$ cat src/verilog/sfm_regs.vh
// Constants for the servo fault monitor
`ifndef SFM_REGS_VH
`define SFM_REGS_VH
// ----------------------------------------
// Fault codes
// ----------------------------------------
`define SFM_CODE_W 8
`define SFM_CODE_NONE 8'h00
`define SFM_CODE_ENC 8'h69
`define SFM_CODE_NVM 8'h6A
`define SFM_CODE_PHASE 8'h6B
`define SFM_CODE_COMM 8'h6C
`define SFM_CODE_CURR 8'h6D
`define SFM_CODE_WIND 8'h6F
`define SFM_CODE_NOIDX 8'h71
`define SFM_CODE_IDXOFS 8'h72
`define SFM_CODE_HALL 8'h73
`define SFM_CODE_HOT 8'h75
`define SFM_CODE_PWRHALL 8'h76
`define SFM_CODE_TYPE 8'h77
// ----------------------------------------
// Fault bit positions
// ----------------------------------------
`define SFM_NFLT 12
`define SFM_B_ENC 0
`define SFM_B_NVM 1
`define SFM_B_PHASE 2
`define SFM_B_COMM 3
`define SFM_B_CURR 4
`define SFM_B_WIND 5
`define SFM_B_NOIDX 6
`define SFM_B_IDXOFS 7
`define SFM_B_HALL 8
`define SFM_B_HOT 9
`define SFM_B_PWRHALL 10
`define SFM_B_TYPE 11
// ----------------------------------------
// Mask bits, widths and encoder timeout
// ----------------------------------------
`define SFM_MASK_PHASE 2
`define SFM_MASK_CURR 3
`define SFM_MASK_W 16
`define SFM_CUR_W 16
`define SFM_PH_W 16
`define SFM_POS_W 24
`define SFM_TMP_W 12
`define SFM_TYP_W 4
`define SFM_DAT_W 16
`define SFM_ENC_TO_CYC 16'h04E2
`endif

$ cat src/verilog/sfm_sync.v
// Two-flop synchroniser for pin inputs
`timescale 1ns/1ps
`default_nettype none
module sfm_sync #(
	parameter W = 1
) (
	input wire i_sys_clk,
	input wire i_rst_n,
	input wire [W-1:0] i_d,
	output wire [W-1:0] o_q
);
	reg [W-1:0] s1_q;
	reg [W-1:0] s2_q;
	always @(posedge i_sys_clk or negedge i_rst_n) begin
		if (!i_rst_n) begin
			s1_q <= {W{1'b0}};
			s2_q <= {W{1'b0}};
		end else begin
			s1_q <= i_d;
			s2_q <= s1_q;
		end
	end
	assign o_q = s2_q;
endmodule // sfm_sync
`default_nettype wire

$ cat src/verilog/sfm_monitor.v
// Servo drive fault monitor
// Behaviour
// Encoder silent or unstable raises Er.105
// Parameter memory read error raises Er.106
// Hall versus encoder phase mismatch raises Er.107
// Mask bit 2 suppresses phase fault
// Host write readback mismatch raises Er.108
// Successive current samples differ 50% raise Er.109
// Mask bit 3 suppresses current fault
// Winding learning wrong current direction raises Er.111
// Encoder learning without index pulse raises Er.113
// Index position beyond resolution raises Er.114
// Hall lines all equal while learning raise Er.115
// Temperature above threshold raises Er.117
// Invalid power-up Hall code in reduced-wire mode raises Er.118
// Detected encoder type mismatch raises Er.119
// Faults latch until cleared; masked events never latch
`timescale 1ns/1ps
`default_nettype none
`include "sfm_regs.vh"
module sfm_monitor (
	input wire i_sys_clk,
	input wire i_rst_n,
	input wire i_enc_a,
	input wire i_enc_b,
	input wire i_enc_z,
	input wire [2:0] i_hall,
	input wire i_enc_unstable,
	input wire [`SFM_POS_W-1:0] i_enc_pos,
	input wire [`SFM_POS_W-1:0] i_enc_resolution,
	input wire [`SFM_PH_W-1:0] i_hall_phase,
	input wire [`SFM_PH_W-1:0] i_enc_phase,
	input wire [`SFM_PH_W-1:0] i_phase_limit,
	input wire i_nvm_rd_valid,
	input wire i_nvm_rd_err,
	input wire i_host_wr,
	input wire [`SFM_DAT_W-1:0] i_host_wr_data,
	input wire i_host_rb,
	input wire [`SFM_DAT_W-1:0] i_host_rb_data,
	input wire i_cur_valid,
	input wire [`SFM_CUR_W-1:0] i_cur_sample,
	input wire i_wind_learn,
	input wire i_cur_expect_up,
	input wire i_enc_learn,
	input wire i_enc_learn_done,
	input wire [`SFM_TMP_W-1:0] i_drive_temperature_reading,
	input wire [`SFM_TMP_W-1:0] i_overheat_threshold,
	input wire i_power_up_check,
	input wire i_reduced_wire,
	input wire [`SFM_TYP_W-1:0] i_detected_enc_type,
	input wire [`SFM_TYP_W-1:0] i_encoder_type_setting,
	input wire [`SFM_MASK_W-1:0] i_fault_mask_param,
	input wire i_fault_clear,
	output reg [`SFM_NFLT-1:0] o_fault_flags,
	output reg [`SFM_CODE_W-1:0] o_fault_code,
	output reg o_fault_any
);
	// ----------------------------------------
	// Pin synchronisers
	// ----------------------------------------
	wire [5:0] pins_s;
	sfm_sync #(.W(6)) u_sync (
		.i_sys_clk(i_sys_clk),
		.i_rst_n(i_rst_n),
		.i_d({i_enc_a, i_enc_b, i_enc_z, i_hall}),
		.o_q(pins_s)
	);
	wire [2:0] hall_s = pins_s[2:0];
	// ----------------------------------------
	// Helpers
	// ----------------------------------------
	function [`SFM_PH_W-1:0] absdiff;
		input [`SFM_PH_W-1:0] a;
		input [`SFM_PH_W-1:0] b;
		begin
			absdiff = (a > b) ? (a - b) : (b - a);
		end
	endfunction
	function hall_bad;
		input [2:0] h;
		begin
			hall_bad = (h == 3'h0) || (h == 3'h7);
		end
	endfunction
	// ----------------------------------------
	// Event state
	// ----------------------------------------
	reg [1:0] ab_prev_q;
	reg [1:0] warm_q;
	reg [15:0] enc_idle_q;
	reg [`SFM_DAT_W-1:0] wr_val_q;
	reg wr_pend_q;
	reg [`SFM_CUR_W-1:0] cur_prev_q;
	reg cur_have_q;
	reg z_seen_q;
	reg [`SFM_NFLT-1:0] ev;
	reg [`SFM_CUR_W:0] hi_mag;
	reg [`SFM_CUR_W:0] lo_mag;
	reg [`SFM_CODE_W-1:0] code_d;
	reg [`SFM_NFLT-1:0] flags_d;
	integer k;
	wire enc_edge = (pins_s[5:4] != ab_prev_q);
	wire pins_ok = warm_q[1];
	wire enc_to = (enc_idle_q == `SFM_ENC_TO_CYC);
	always @* begin
		ev = {`SFM_NFLT{1'b0}};
		hi_mag = (i_cur_sample > cur_prev_q) ? {1'b0, i_cur_sample} : {1'b0, cur_prev_q};
		lo_mag = (i_cur_sample > cur_prev_q) ? {1'b0, cur_prev_q} : {1'b0, i_cur_sample};
		ev[`SFM_B_ENC] = enc_to || i_enc_unstable;
		ev[`SFM_B_NVM] = i_nvm_rd_valid && i_nvm_rd_err;
		ev[`SFM_B_PHASE] = (absdiff(i_hall_phase, i_enc_phase) > i_phase_limit);
		ev[`SFM_B_COMM] = i_host_rb && wr_pend_q && (i_host_rb_data != wr_val_q);
		ev[`SFM_B_CURR] = i_cur_valid && cur_have_q && (hi_mag != 17'h00000)
			&& (((hi_mag - lo_mag) << 1) >= hi_mag);
		ev[`SFM_B_WIND] = i_wind_learn && i_cur_valid && cur_have_q
			&& (i_cur_expect_up ? (i_cur_sample < cur_prev_q)
				: (i_cur_sample > cur_prev_q));
		ev[`SFM_B_NOIDX] = i_enc_learn_done && !z_seen_q && !pins_s[3];
		ev[`SFM_B_IDXOFS] = i_enc_learn && pins_s[3] && (i_enc_pos > i_enc_resolution);
		ev[`SFM_B_HALL] = i_enc_learn && pins_ok && hall_bad(hall_s);
		ev[`SFM_B_HOT] = (i_drive_temperature_reading > i_overheat_threshold);
		ev[`SFM_B_PWRHALL] = i_power_up_check && i_reduced_wire
			&& pins_ok && hall_bad(hall_s);
		ev[`SFM_B_TYPE] = (i_detected_enc_type != i_encoder_type_setting);
		ev[`SFM_B_PHASE] = ev[`SFM_B_PHASE] && !i_fault_mask_param[`SFM_MASK_PHASE];
		ev[`SFM_B_CURR] = ev[`SFM_B_CURR] && !i_fault_mask_param[`SFM_MASK_CURR];
	end
	// ----------------------------------------
	// Latched flags and reported code
	// ----------------------------------------
	always @* begin
		flags_d = (i_fault_clear ? {`SFM_NFLT{1'b0}} : o_fault_flags) | ev;
		code_d = `SFM_CODE_NONE;
		for (k = `SFM_NFLT - 1; k >= 0; k = k - 1) begin
			if (flags_d[k]) begin
				case (k)
				`SFM_B_ENC: code_d = `SFM_CODE_ENC;
				`SFM_B_NVM: code_d = `SFM_CODE_NVM;
				`SFM_B_PHASE: code_d = `SFM_CODE_PHASE;
				`SFM_B_COMM: code_d = `SFM_CODE_COMM;
				`SFM_B_CURR: code_d = `SFM_CODE_CURR;
				`SFM_B_WIND: code_d = `SFM_CODE_WIND;
				`SFM_B_NOIDX: code_d = `SFM_CODE_NOIDX;
				`SFM_B_IDXOFS: code_d = `SFM_CODE_IDXOFS;
				`SFM_B_HALL: code_d = `SFM_CODE_HALL;
				`SFM_B_HOT: code_d = `SFM_CODE_HOT;
				`SFM_B_PWRHALL: code_d = `SFM_CODE_PWRHALL;
				default: code_d = `SFM_CODE_TYPE;
				endcase
			end
		end
	end
	// ----------------------------------------
	// Synchroniser warm-up
	// ----------------------------------------
	// Reset level 000 of the Hall sync is an invalid code; ignore it
	always @(posedge i_sys_clk or negedge i_rst_n) begin
		if (!i_rst_n) begin
			warm_q <= 2'h0;
		end else if (!warm_q[1]) begin
			warm_q <= warm_q + 2'h1;
		end
	end
	// ----------------------------------------
	// Encoder activity watch
	// ----------------------------------------
	always @(posedge i_sys_clk or negedge i_rst_n) begin
		if (!i_rst_n) begin
			ab_prev_q <= 2'h0;
			enc_idle_q <= 16'h0000;
		end else begin
			ab_prev_q <= pins_s[5:4];
			if (enc_edge || enc_to) begin
				enc_idle_q <= 16'h0000;
			end else begin
				enc_idle_q <= enc_idle_q + 16'h0001;
			end
		end
	end
	// ----------------------------------------
	// Host write tracking
	// ----------------------------------------
	always @(posedge i_sys_clk or negedge i_rst_n) begin
		if (!i_rst_n) begin
			wr_val_q <= {`SFM_DAT_W{1'b0}};
			wr_pend_q <= 1'b0;
		end else begin
			if (i_host_wr) begin
				wr_val_q <= i_host_wr_data;
				wr_pend_q <= 1'b1;
			end else if (i_host_rb) begin
				wr_pend_q <= 1'b0;
			end
		end
	end
	// ----------------------------------------
	// Current sample history
	// ----------------------------------------
	always @(posedge i_sys_clk or negedge i_rst_n) begin
		if (!i_rst_n) begin
			cur_prev_q <= {`SFM_CUR_W{1'b0}};
			cur_have_q <= 1'b0;
		end else if (i_cur_valid) begin
			cur_prev_q <= i_cur_sample;
			cur_have_q <= 1'b1;
		end
	end
	// ----------------------------------------
	// Index pulse tracking
	// ----------------------------------------
	always @(posedge i_sys_clk or negedge i_rst_n) begin
		if (!i_rst_n) begin
			z_seen_q <= 1'b0;
		end else begin
			if (!i_enc_learn) begin
				z_seen_q <= 1'b0;
			end else if (pins_s[3]) begin
				z_seen_q <= 1'b1;
			end
		end
	end
	// ----------------------------------------
	// Fault registers
	// ----------------------------------------
	always @(posedge i_sys_clk or negedge i_rst_n) begin
		if (!i_rst_n) begin
			o_fault_flags <= {`SFM_NFLT{1'b0}};
			o_fault_code <= `SFM_CODE_NONE;
			o_fault_any <= 1'b0;
		end else begin
			o_fault_flags <= flags_d;
			o_fault_code <= code_d;
			o_fault_any <= |flags_d;
		end
	end
endmodule // sfm_monitor
`default_nettype wire

$ cat config.mk
export PLATFORM = sky130hd
export DESIGN_NAME = sfm_monitor
export DESIGN_NICKNAME = d
export VERILOG_FILES = /design/src/verilog/sfm_sync.v /design/src/verilog/sfm_monitor.v
export VERILOG_INCLUDE_DIRS = /design/src /design/src/verilog
export SDC_FILE = /design/constraint.sdc
export NUM_CORES = 1
export LEC_CHECK = 0
export BUFFER_PORTS_ARGS = -buffer_cell sky130_fd_sc_hd__buf_2
export CORE_ASPECT_RATIO = 0.5
export CORE_UTILIZATION = 55
export CTS_BUF_LIST = sky130_fd_sc_hd__clkbuf_4 sky130_fd_sc_hd__clkbuf_8
export DETAILED_ROUTE_END_ITERATION = 10
export PLACE_DENSITY = 0.95
export SYNTH_ARGS = -nofsm -noshare
export SYNTH_HDL_FRONTEND = slang
export SYNTH_SLANG_ARGS = --single-unit
export TNS_END_PERCENT = 30
$ cat constraint.sdc
create_clock -name i_sys_clk -period 7.5 [get_ports i_sys_clk]
set_input_delay 0.375 -clock i_sys_clk [delete_from_list [all_inputs] [get_ports i_sys_clk]]
set_output_delay 0.375 -clock i_sys_clk [all_outputs]
set_load 0.05 [all_outputs]
# [Yosys cells after proc, flatten, opt, wreduce, memory -nomap -nowiden]
# Cells that the tools add are included.
[totals] input_bits=213 register_bits=88
[op_classes] bitwise_logic=1 order_cmp=7 muxes=23 n_addsub=5 reduce_logical=31 n_eq_ne=6
[op_table] cell="two-way mux 8 bit" n=9
[op_table] cell="two-way mux 16 bit" n=4
[op_table] cell="> comparator 16 bit" n=3
[op_table] cell="subtractor 16 bit" n=3
[op_table] cell="> comparator 24 bit" n=1
[op_table] cell="two-way mux 7 bit" n=3
[op_table] cell="logical AND 1 bit" n=20
[op_table] cell="greater-or-equal comparator 17 x 16 -> 1 bit" n=1
[op_table] cell="nonzero test 17 bit" n=1
[op_table] cell="adder 16 x 1 -> 16 bit, second input constant" n=1
[op_table] cell="equality test 16 x 11 -> 1 bit, second input constant" n=1
[op_table] cell="less-than comparator 16 bit" n=1
[op_table] cell="inequality test 16 bit" n=1
[op_table] cell="> comparator 12 bit" n=1
[op_table] cell="two-way mux 12 bit" n=1
[op_table] cell="OR 12 bit" n=1
[op_table] cell="OR reduction 12 bit" n=1
[op_table] cell="two-way mux 1 bit" n=5
[op_table] cell="logical NOT 1 bit" n=4
[op_table] cell="inequality test 4 bit" n=1
[op_table] cell="equality test 3 bit, second input constant" n=1
[op_table] cell="logical NOT 3 bit" n=1
[op_table] cell="logical OR 1 bit" n=3
[op_table] cell="adder 2 x 1 -> 2 bit, second input constant" n=1
[op_table] cell="4 further kinds" n=4

# [Longest topological paths before layout]
[logic_depth] depth_word=19 depth_mapped=26 mapped_depth_nobuf=25

# [Modules after synthesis]
# From an unflattened synthesis, not the netlist that was laid out.
[unflattened] cells_unflattened=1007 area_unflattened_um2=8396.8
[by_module_without_submodules] module="sfm_monitor" seq_area_each_um2=1851.8 n_inst=1 cells_each=995 area_per_inst_um2=8096.5
[by_module_without_submodules] module="sfm_sync" seq_area_each_um2=300.3 n_inst=1 cells_each=12 area_per_inst_um2=300.3

# [Least setup slack after synthesis]
# Ideal clock, no wire load.
[synth_timing] path_kind="input to register" from="input i_hall_phase[0]" to="register o_fault_code[0]" arrival_ns=5.224 path_buffers=1 required_ns=7.376 setup_slack_ns=2.152 cell_stages=25 cell_sequence="inv_1 > ha_1 > inv_1 > fa_1 > a21o_1 > a21o_1 > a21o_1 > a21oi_1 > o21ai_0 > a221o_1 > a21oi_1 > clkbuf_1 > mux2i_1 > xnor2_1 > ha_1 > a21oi_1 > o221ai_1 > a21o_1 > a21o_1 > a21o_1 > a21o_1 > a21oi_1 > o2bb2ai_1 > or4_1 > o31a_1"
[synth_via] elab_chain_cells=8 word_cells_on_any_way=10 classes_between="add/sub (2); order compare (2); mux (4); bitwise (1); reduce/logical (1)"
[synth_rtl] item="start, declared" line="sfm_monitor.v:31" text="input wire [`SFM_PH_W-1:0] i_hall_phase,"
[synth_rtl] item="subtractor 16 bit or > comparator 16 bit (tied branches)" line="sfm_monitor.v:76" text="absdiff = (a > b) ? (a - b) : (b - a);"
[synth_rtl] item="two-way mux 16 bit (*)" line="sfm_monitor.v:76"
[synth_rtl] item="> comparator 16 bit (*)" line="sfm_monitor.v:111" text="ev[`SFM_B_PHASE] = (absdiff(i_hall_phase, i_enc_phase) > i_phase_limit);"
[synth_rtl] item="logical AND 1 bit (*)" line="sfm_monitor.v:125" text="ev[`SFM_B_PHASE] = ev[`SFM_B_PHASE] && !i_fault_mask_param[`SFM_MASK_PHASE];"
[synth_rtl] item="OR 12 bit (*)" line="sfm_monitor.v:132" text="flags_d = (i_fault_clear ? {`SFM_NFLT{1'b0}} : o_fault_flags) | ev;"
[synth_rtl] item="named net flags_d[2]" line="sfm_monitor.v:100" text="reg [`SFM_NFLT-1:0] flags_d;"
[synth_rtl] item="two-way mux 8 bit (*) (3 in a row)" line="sfm_monitor.v:135" text="if (flags_d[k]) begin"
[synth_rtl] item="named net code_d[0]" line="sfm_monitor.v:99" text="reg [`SFM_CODE_W-1:0] code_d;"
[synth_rtl] item="end signal, assigned" line="sfm_monitor.v:228" text="o_fault_code <= `SFM_CODE_NONE;"
[synth_rtl] item="end signal, assigned" line="sfm_monitor.v:232" text="o_fault_code <= code_d;"
[synth_rtl] item="end, declared" line="sfm_monitor.v:55" text="output reg [`SFM_CODE_W-1:0] o_fault_code,"
# The timed path passes the listed nets; every way through them passes the cells marked *.
# A chain may end at the register's enable or synchronous reset.

# [Final worst setup path]
[layout_timing] from="register cur_prev_q[13]" to="register o_fault_code[2]"
[layout_via] elab_chain_cells=12 word_cells_on_any_way=19 classes_between="add/sub (1); order compare (3); mux (9); bitwise (1); reduce/logical (5)"
[layout_rtl] item="start, declared" line="sfm_monitor.v:93" text="reg [`SFM_CUR_W-1:0] cur_prev_q;"
[layout_rtl] item="start signal, assigned" line="sfm_monitor.v:201" text="cur_prev_q <= {`SFM_CUR_W{1'b0}};"
[layout_rtl] item="start signal, assigned" line="sfm_monitor.v:204" text="cur_prev_q <= i_cur_sample;"
[layout_rtl] item="> comparator 16 bit" line="sfm_monitor.v:107, sfm_monitor.v:108"
[layout_rtl] item="two-way mux 16 bit (on tied branches)" line="sfm_monitor.v:107, sfm_monitor.v:108"
[layout_rtl] item="subtractor 16 bit or nonzero test 17 bit (tied branches)" line="sfm_monitor.v:114, sfm_monitor.v:113"
[layout_rtl] item="greater-or-equal comparator 17 x 16 -> 1 bit or logical AND 1 bit (tied branches)" line="sfm_monitor.v:114, sfm_monitor.v:113"
[layout_rtl] item="logical AND 1 bit (*)" line="sfm_monitor.v:114" text="&& (((hi_mag - lo_mag) << 1) >= hi_mag);"
[layout_rtl] item="logical AND 1 bit (*)" line="sfm_monitor.v:126" text="ev[`SFM_B_CURR] = ev[`SFM_B_CURR] && !i_fault_mask_param[`SFM_MASK_CURR];"
[layout_rtl] item="OR 12 bit (*)" line="sfm_monitor.v:132"
[layout_rtl] item="named net flags_d[4]" line="sfm_monitor.v:100"
[layout_rtl] item="two-way mux 8 bit (*) (5 in a row)" line="sfm_monitor.v:135"
[layout_rtl] item="named net code_d[2]" line="sfm_monitor.v:99"
# Marks and branches as above.

==> impl_metrics.py <==
metrics = {
    "run_status": {
        "outcome": "finished, final reports clean",
    },
    "hold_path": {
        "min-delay-path-class": "in -> reg",
    },
    "worst_setup_path": {
        "critical_path.max_fanout": 17,
        "cp-endpoint": "o_fault_code[2]",
        "crit_slowest_cell": "sky130_fd_sc_hd__nand2_1",
        "timing.reg2reg.setup_slack_ps": 1460,
        "crit_path_cell_trace": "inv_1 > ha_1 > nand2_1 > nor4_2 > o21ai_1 > nand3_1 > nand2_1 > a2bb2oi_1 > nor3b_1 > a311oi_1 > nor3_1 > xnor2_1 > ha_1 > o21a_1 > o211ai_1 > a211oi_1 > o32a_4 > o41a_1",
        "rr_endpoint": "o_fault_code[2]",
        "r2r_start": "cur_prev_q[13]",
        "slowest_delay_ps": 590,
        "crit_arrival_ps": 6310,
        "crit_start": "cur_prev_q[13]",
        "worstSetupStartpointType": "flip-flop",
        "required_ps": 7760,
        "endpoint_kind": "flip-flop",
        "reg2reg_depth": 18,
        "worstSetupPathType": "reg -> reg",
    },
    "route": {
        "first_pass_iters": 5,
        "detail-route-antenna-nets": 0,
        "via_count": 8173,
        "detail_route.wl_per_cell_um": 16.7,
        "routed_via_density": 5.88,
        "postRouteWirelength_um": 23200,
        "drc": 0,
        "drt_iter0_drc": 620,
    },
    "layout": {
        "area_growth_syn_to_layout_pct": 18.0,
        "final_common_cell": "sky130_fd_sc_hd__buf_2",
        "finalNetCount": 1519,
        "layout.cells.most_common_list": "217 x sky130_fd_sc_hd__buf_2, 122 x sky130_fd_sc_hd__inv_1, 117 x sky130_fd_sc_hd__ha_1, 86 x sky130_fd_sc_hd__dfrtp_1, 67 x sky130_fd_sc_hd__a21oi_1",
        "num-fill-cells": 1148,
        "num_antenna_cells": 0,
        "layout-drive-gt1-share_pct": 23.2,
    },
    "clock_network": {
        "ctsHoldBuffers": 1,
        "cts.htree.levels": 3,
        "max-clock-path-buffers": 2,
        "clk_latency_ps": 370,
        "tritoncts_num_sinks": 86,
        "tritoncts_clock_tree": "built",
        "cts_setup_buffers": 0,
        "cts-resized-gates": 0,
        "clock_root_buffer": "sky130_fd_sc_hd__clkbuf_8",
        "cts_buffers": 9,
        "clk_pin_slew_worst_paths_ps": 100,
    },
    "sta": {
        "finalSetupTns_ps": 0,
        "final_hold_viol_count": 0,
        "worst_pin_slew_ps": 987,
        "rsz0062_at_grt": "false",
        "worst_clock_skew_ps": 10.3,
        "final-max-slew-violation-count": 0,
        "setup_viol": 0,
        "finalWorstPathRequiredPeriod_ps": 6040,
        "finalCritPeriodShare_pct": 80.6,
        "maxClockFrequency_ghz": 0.165,
        "post_route_worst_setup_slack_ps": 1460,
        "timing.slew.headroom_pct": 34.2,
    },
    "floorplanning": {
        "rows": 31,
        "die_y_um": 88.7,
        "die_area_um2": 15500,
        "io_pins": 234,
        "initial_utilization_pct": 56.8,
        "design.core.area_um2": 14500,
        "dieWidth_um": 175,
    },
    "global_routing": {
        "grt_antenna_before_repair": 0,
        "grt-ovfl-total": 0,
        "global_route.usage.total_pct": 30.4,
        "grt_pass1_wl_um": 37700,
        "via_count_of_the_first_global_routing_pass": 7965,
        "maximum_number_of_pins_on_one_net_before_global_route_repair": 79,
    },
    "yosys": {
        "ys.warnings.count": 0,
        "synthArstFlopShare_pct": 100,
        "synthDistinctLibCells": 76,
        "yosys_register_bits": 86,
        "ys.flop_type": "sky130_fd_sc_hd__dfrtp_1",
        "syn-mean-instance-area_um2": 8.45,
        "synth_area_um2": 8260,
        "synth-seq-area-share_pct": 26.0,
        "syn_inst": 978,
        "synth_edf_count": 0,
        "post_synthesis_net_count": 1310,
    },
    "job": {
        "max_cap_violations": 0,
    },
    "place": {
        "dpl_hpwl_um": 18700,
        "port_buffers": 218,
        "post-place-ws_ps": 1240,
        "routabilityCongestion": 0.978,
    },
    "power_and_ir_drop": {
        "power.leakage_nw": 5.06,
        "peakVddDrop_mv": 0.0890,
        "cellPowerDensity_nw_per_um2": 168,
    },
}
==> layout make-up <==
type,instances,area [um2],area share (%)
Clock buffer,10,138,1.41
Clock inverter,6,77.6,0.795
Inverter,123,462,4.73
Multi-Input combinational cell,745,5550,56.9
Sequential cell,86,2150,22.1
Tap cell,198,248,2.54
Timing Repair Buffer,222,1130,11.5
==> flip-flops by register name, summed over array words and instances (netlist names) <==
register	flops
z_seen_q	1
u_sync.s1_q	6
enc_idle_q	16
o_fault_code	6
cur_have_q	1
ab_prev_q	2
u_sync.o_q	6
wr_val_q	16
cur_prev_q	16
o_fault_flags	12
o_fault_any	1
wr_pend_q	1
warm_q	2
==> layer usage <==
metal / up-vias / share of wire, % / GRT usage, % / wire (um)
met1: 3819 / 42 / 37.5 / 9690
li1: 3909 / - / - / -
met4: 0 / 3.4 / 12.7 / 785
met3: 82 / 7.2 / 5.37 / 1670
met5: - / 0 / 0 / 0
met2: 363 / 48 / 53.6 / 11000
==> synth_stat cells, drive strengths merged (6+ instances only) <==
| library cell | count | share of area (%) |
|---|---|---|
| a211oi | 7 | 0.76 |
| a21boi | 11 | 1.0 |
| a21o | 38 | 3.5 |
| a21oi | 68 | 4.1 |
| a31oi | 6 | 0.45 |
| and3 | 9 | 0.74 |
| buf | 7 | 0.47 |
| clkbuf | 17 | 0.77 |
| dfrtp | 86 | 26 |
| ha | 117 | 18 |
| inv | 122 | 5.5 |
| mux2 | 18 | 2.5 |
| mux2i | 9 | 1.1 |
| nand2 | 61 | 2.8 |
| nand2b | 13 | 0.98 |
| nand3 | 23 | 1.4 |
| nand4 | 31 | 2.4 |
| nor2 | 67 | 3.1 |
| nor2b | 11 | 0.83 |
| nor3 | 11 | 0.73 |
| nor3b | 6 | 0.55 |
| nor4 | 16 | 1.3 |
| o211ai | 8 | 0.73 |
| o21a | 6 | 0.55 |
| o21ai | 42 | 2.5 |
| o21bai | 13 | 1.2 |
| o22ai | 7 | 0.53 |
| or2 | 6 | 0.45 |
| xnor2 | 34 | 3.6 |
| xor2 | 31 | 3.3 |
==> worst min-delay path by stage <==
stage | cells after the start | start | endpoint | slack, ps
floorplan | 0 | i_rst_n | ab_prev_q[0] | 80
global placement | 1 | i_rst_n | ab_prev_q[1] | 200
detailed placement | 1 | i_rst_n | ab_prev_q[1] | 200
CTS | 1 | i_enc_b | u_sync.s1_q[4] | 100
global route | 1 | i_enc_z | u_sync.s1_q[3] | 80
finish | 1 | i_enc_z | u_sync.s1_q[3] | 100
==> through the flow <==
| step | instance area [um2] | hold slack (ps) | power, mW | cells | util (%) |
|---|---|---|---|---|---|
| floorplan | 8260 | 79.4 | 1.05 | 978 | - |
| global placement | 9530 | 198 | 1.25 | 1373 | 65.5 |
| detailed placement | 9530 | 202 | 1.28 | 1373 | 65.5 |
| CTS | 9750 | 96.0 | 1.63 | 1390 | 67.0 |
| global route | 9750 | 81.4 | 1.75 | 1390 | 67.0 |
| finish | 9750 | 101 | 1.64 | 1390 | 67.0 |
==> worst max-delay path, delay by kind of cell, from the launching register on <==
family / cells / cell delay (ps)
AND/OR/NAND/NOR: 6 / 2350
AO/OA/AOI/OAI: 8 / 2160
adder cells (fa/ha/maj): 2 / 690
flip-flops: 1 / 480
XOR/XNOR: 1 / 160
buffers and inverters: 1 / 100
==> cell families (layout without fill, tap and decap cells) <==
| group | Yosys count | after routing | synth area share [%] |
|---|---|---|---|
| flip-flops | 86 | 86 | 26.0 |
| AND/OR/NAND/NOR | 276 | 276 | 17.3 |
| adder cells (fa/ha/maj) | 119 | 119 | 18.2 |
| AO/OA/AOI/OAI | 257 | 257 | 21.1 |
| other | 1 | 1 | 0.0454 |
| XOR/XNOR | 65 | 65 | 6.89 |
| buffers and inverters | 147 | 361 | 6.83 |
| multiplexers | 27 | 27 | 3.54 |
==> power by group <==
group	total, mW	switching (mW)	internal, mW
Clock	0.354	0.185	0.169
Sequential	0.524	0.0274	0.497
Combinational	0.759	0.441	0.318
(Power assumes the default switching activity.)
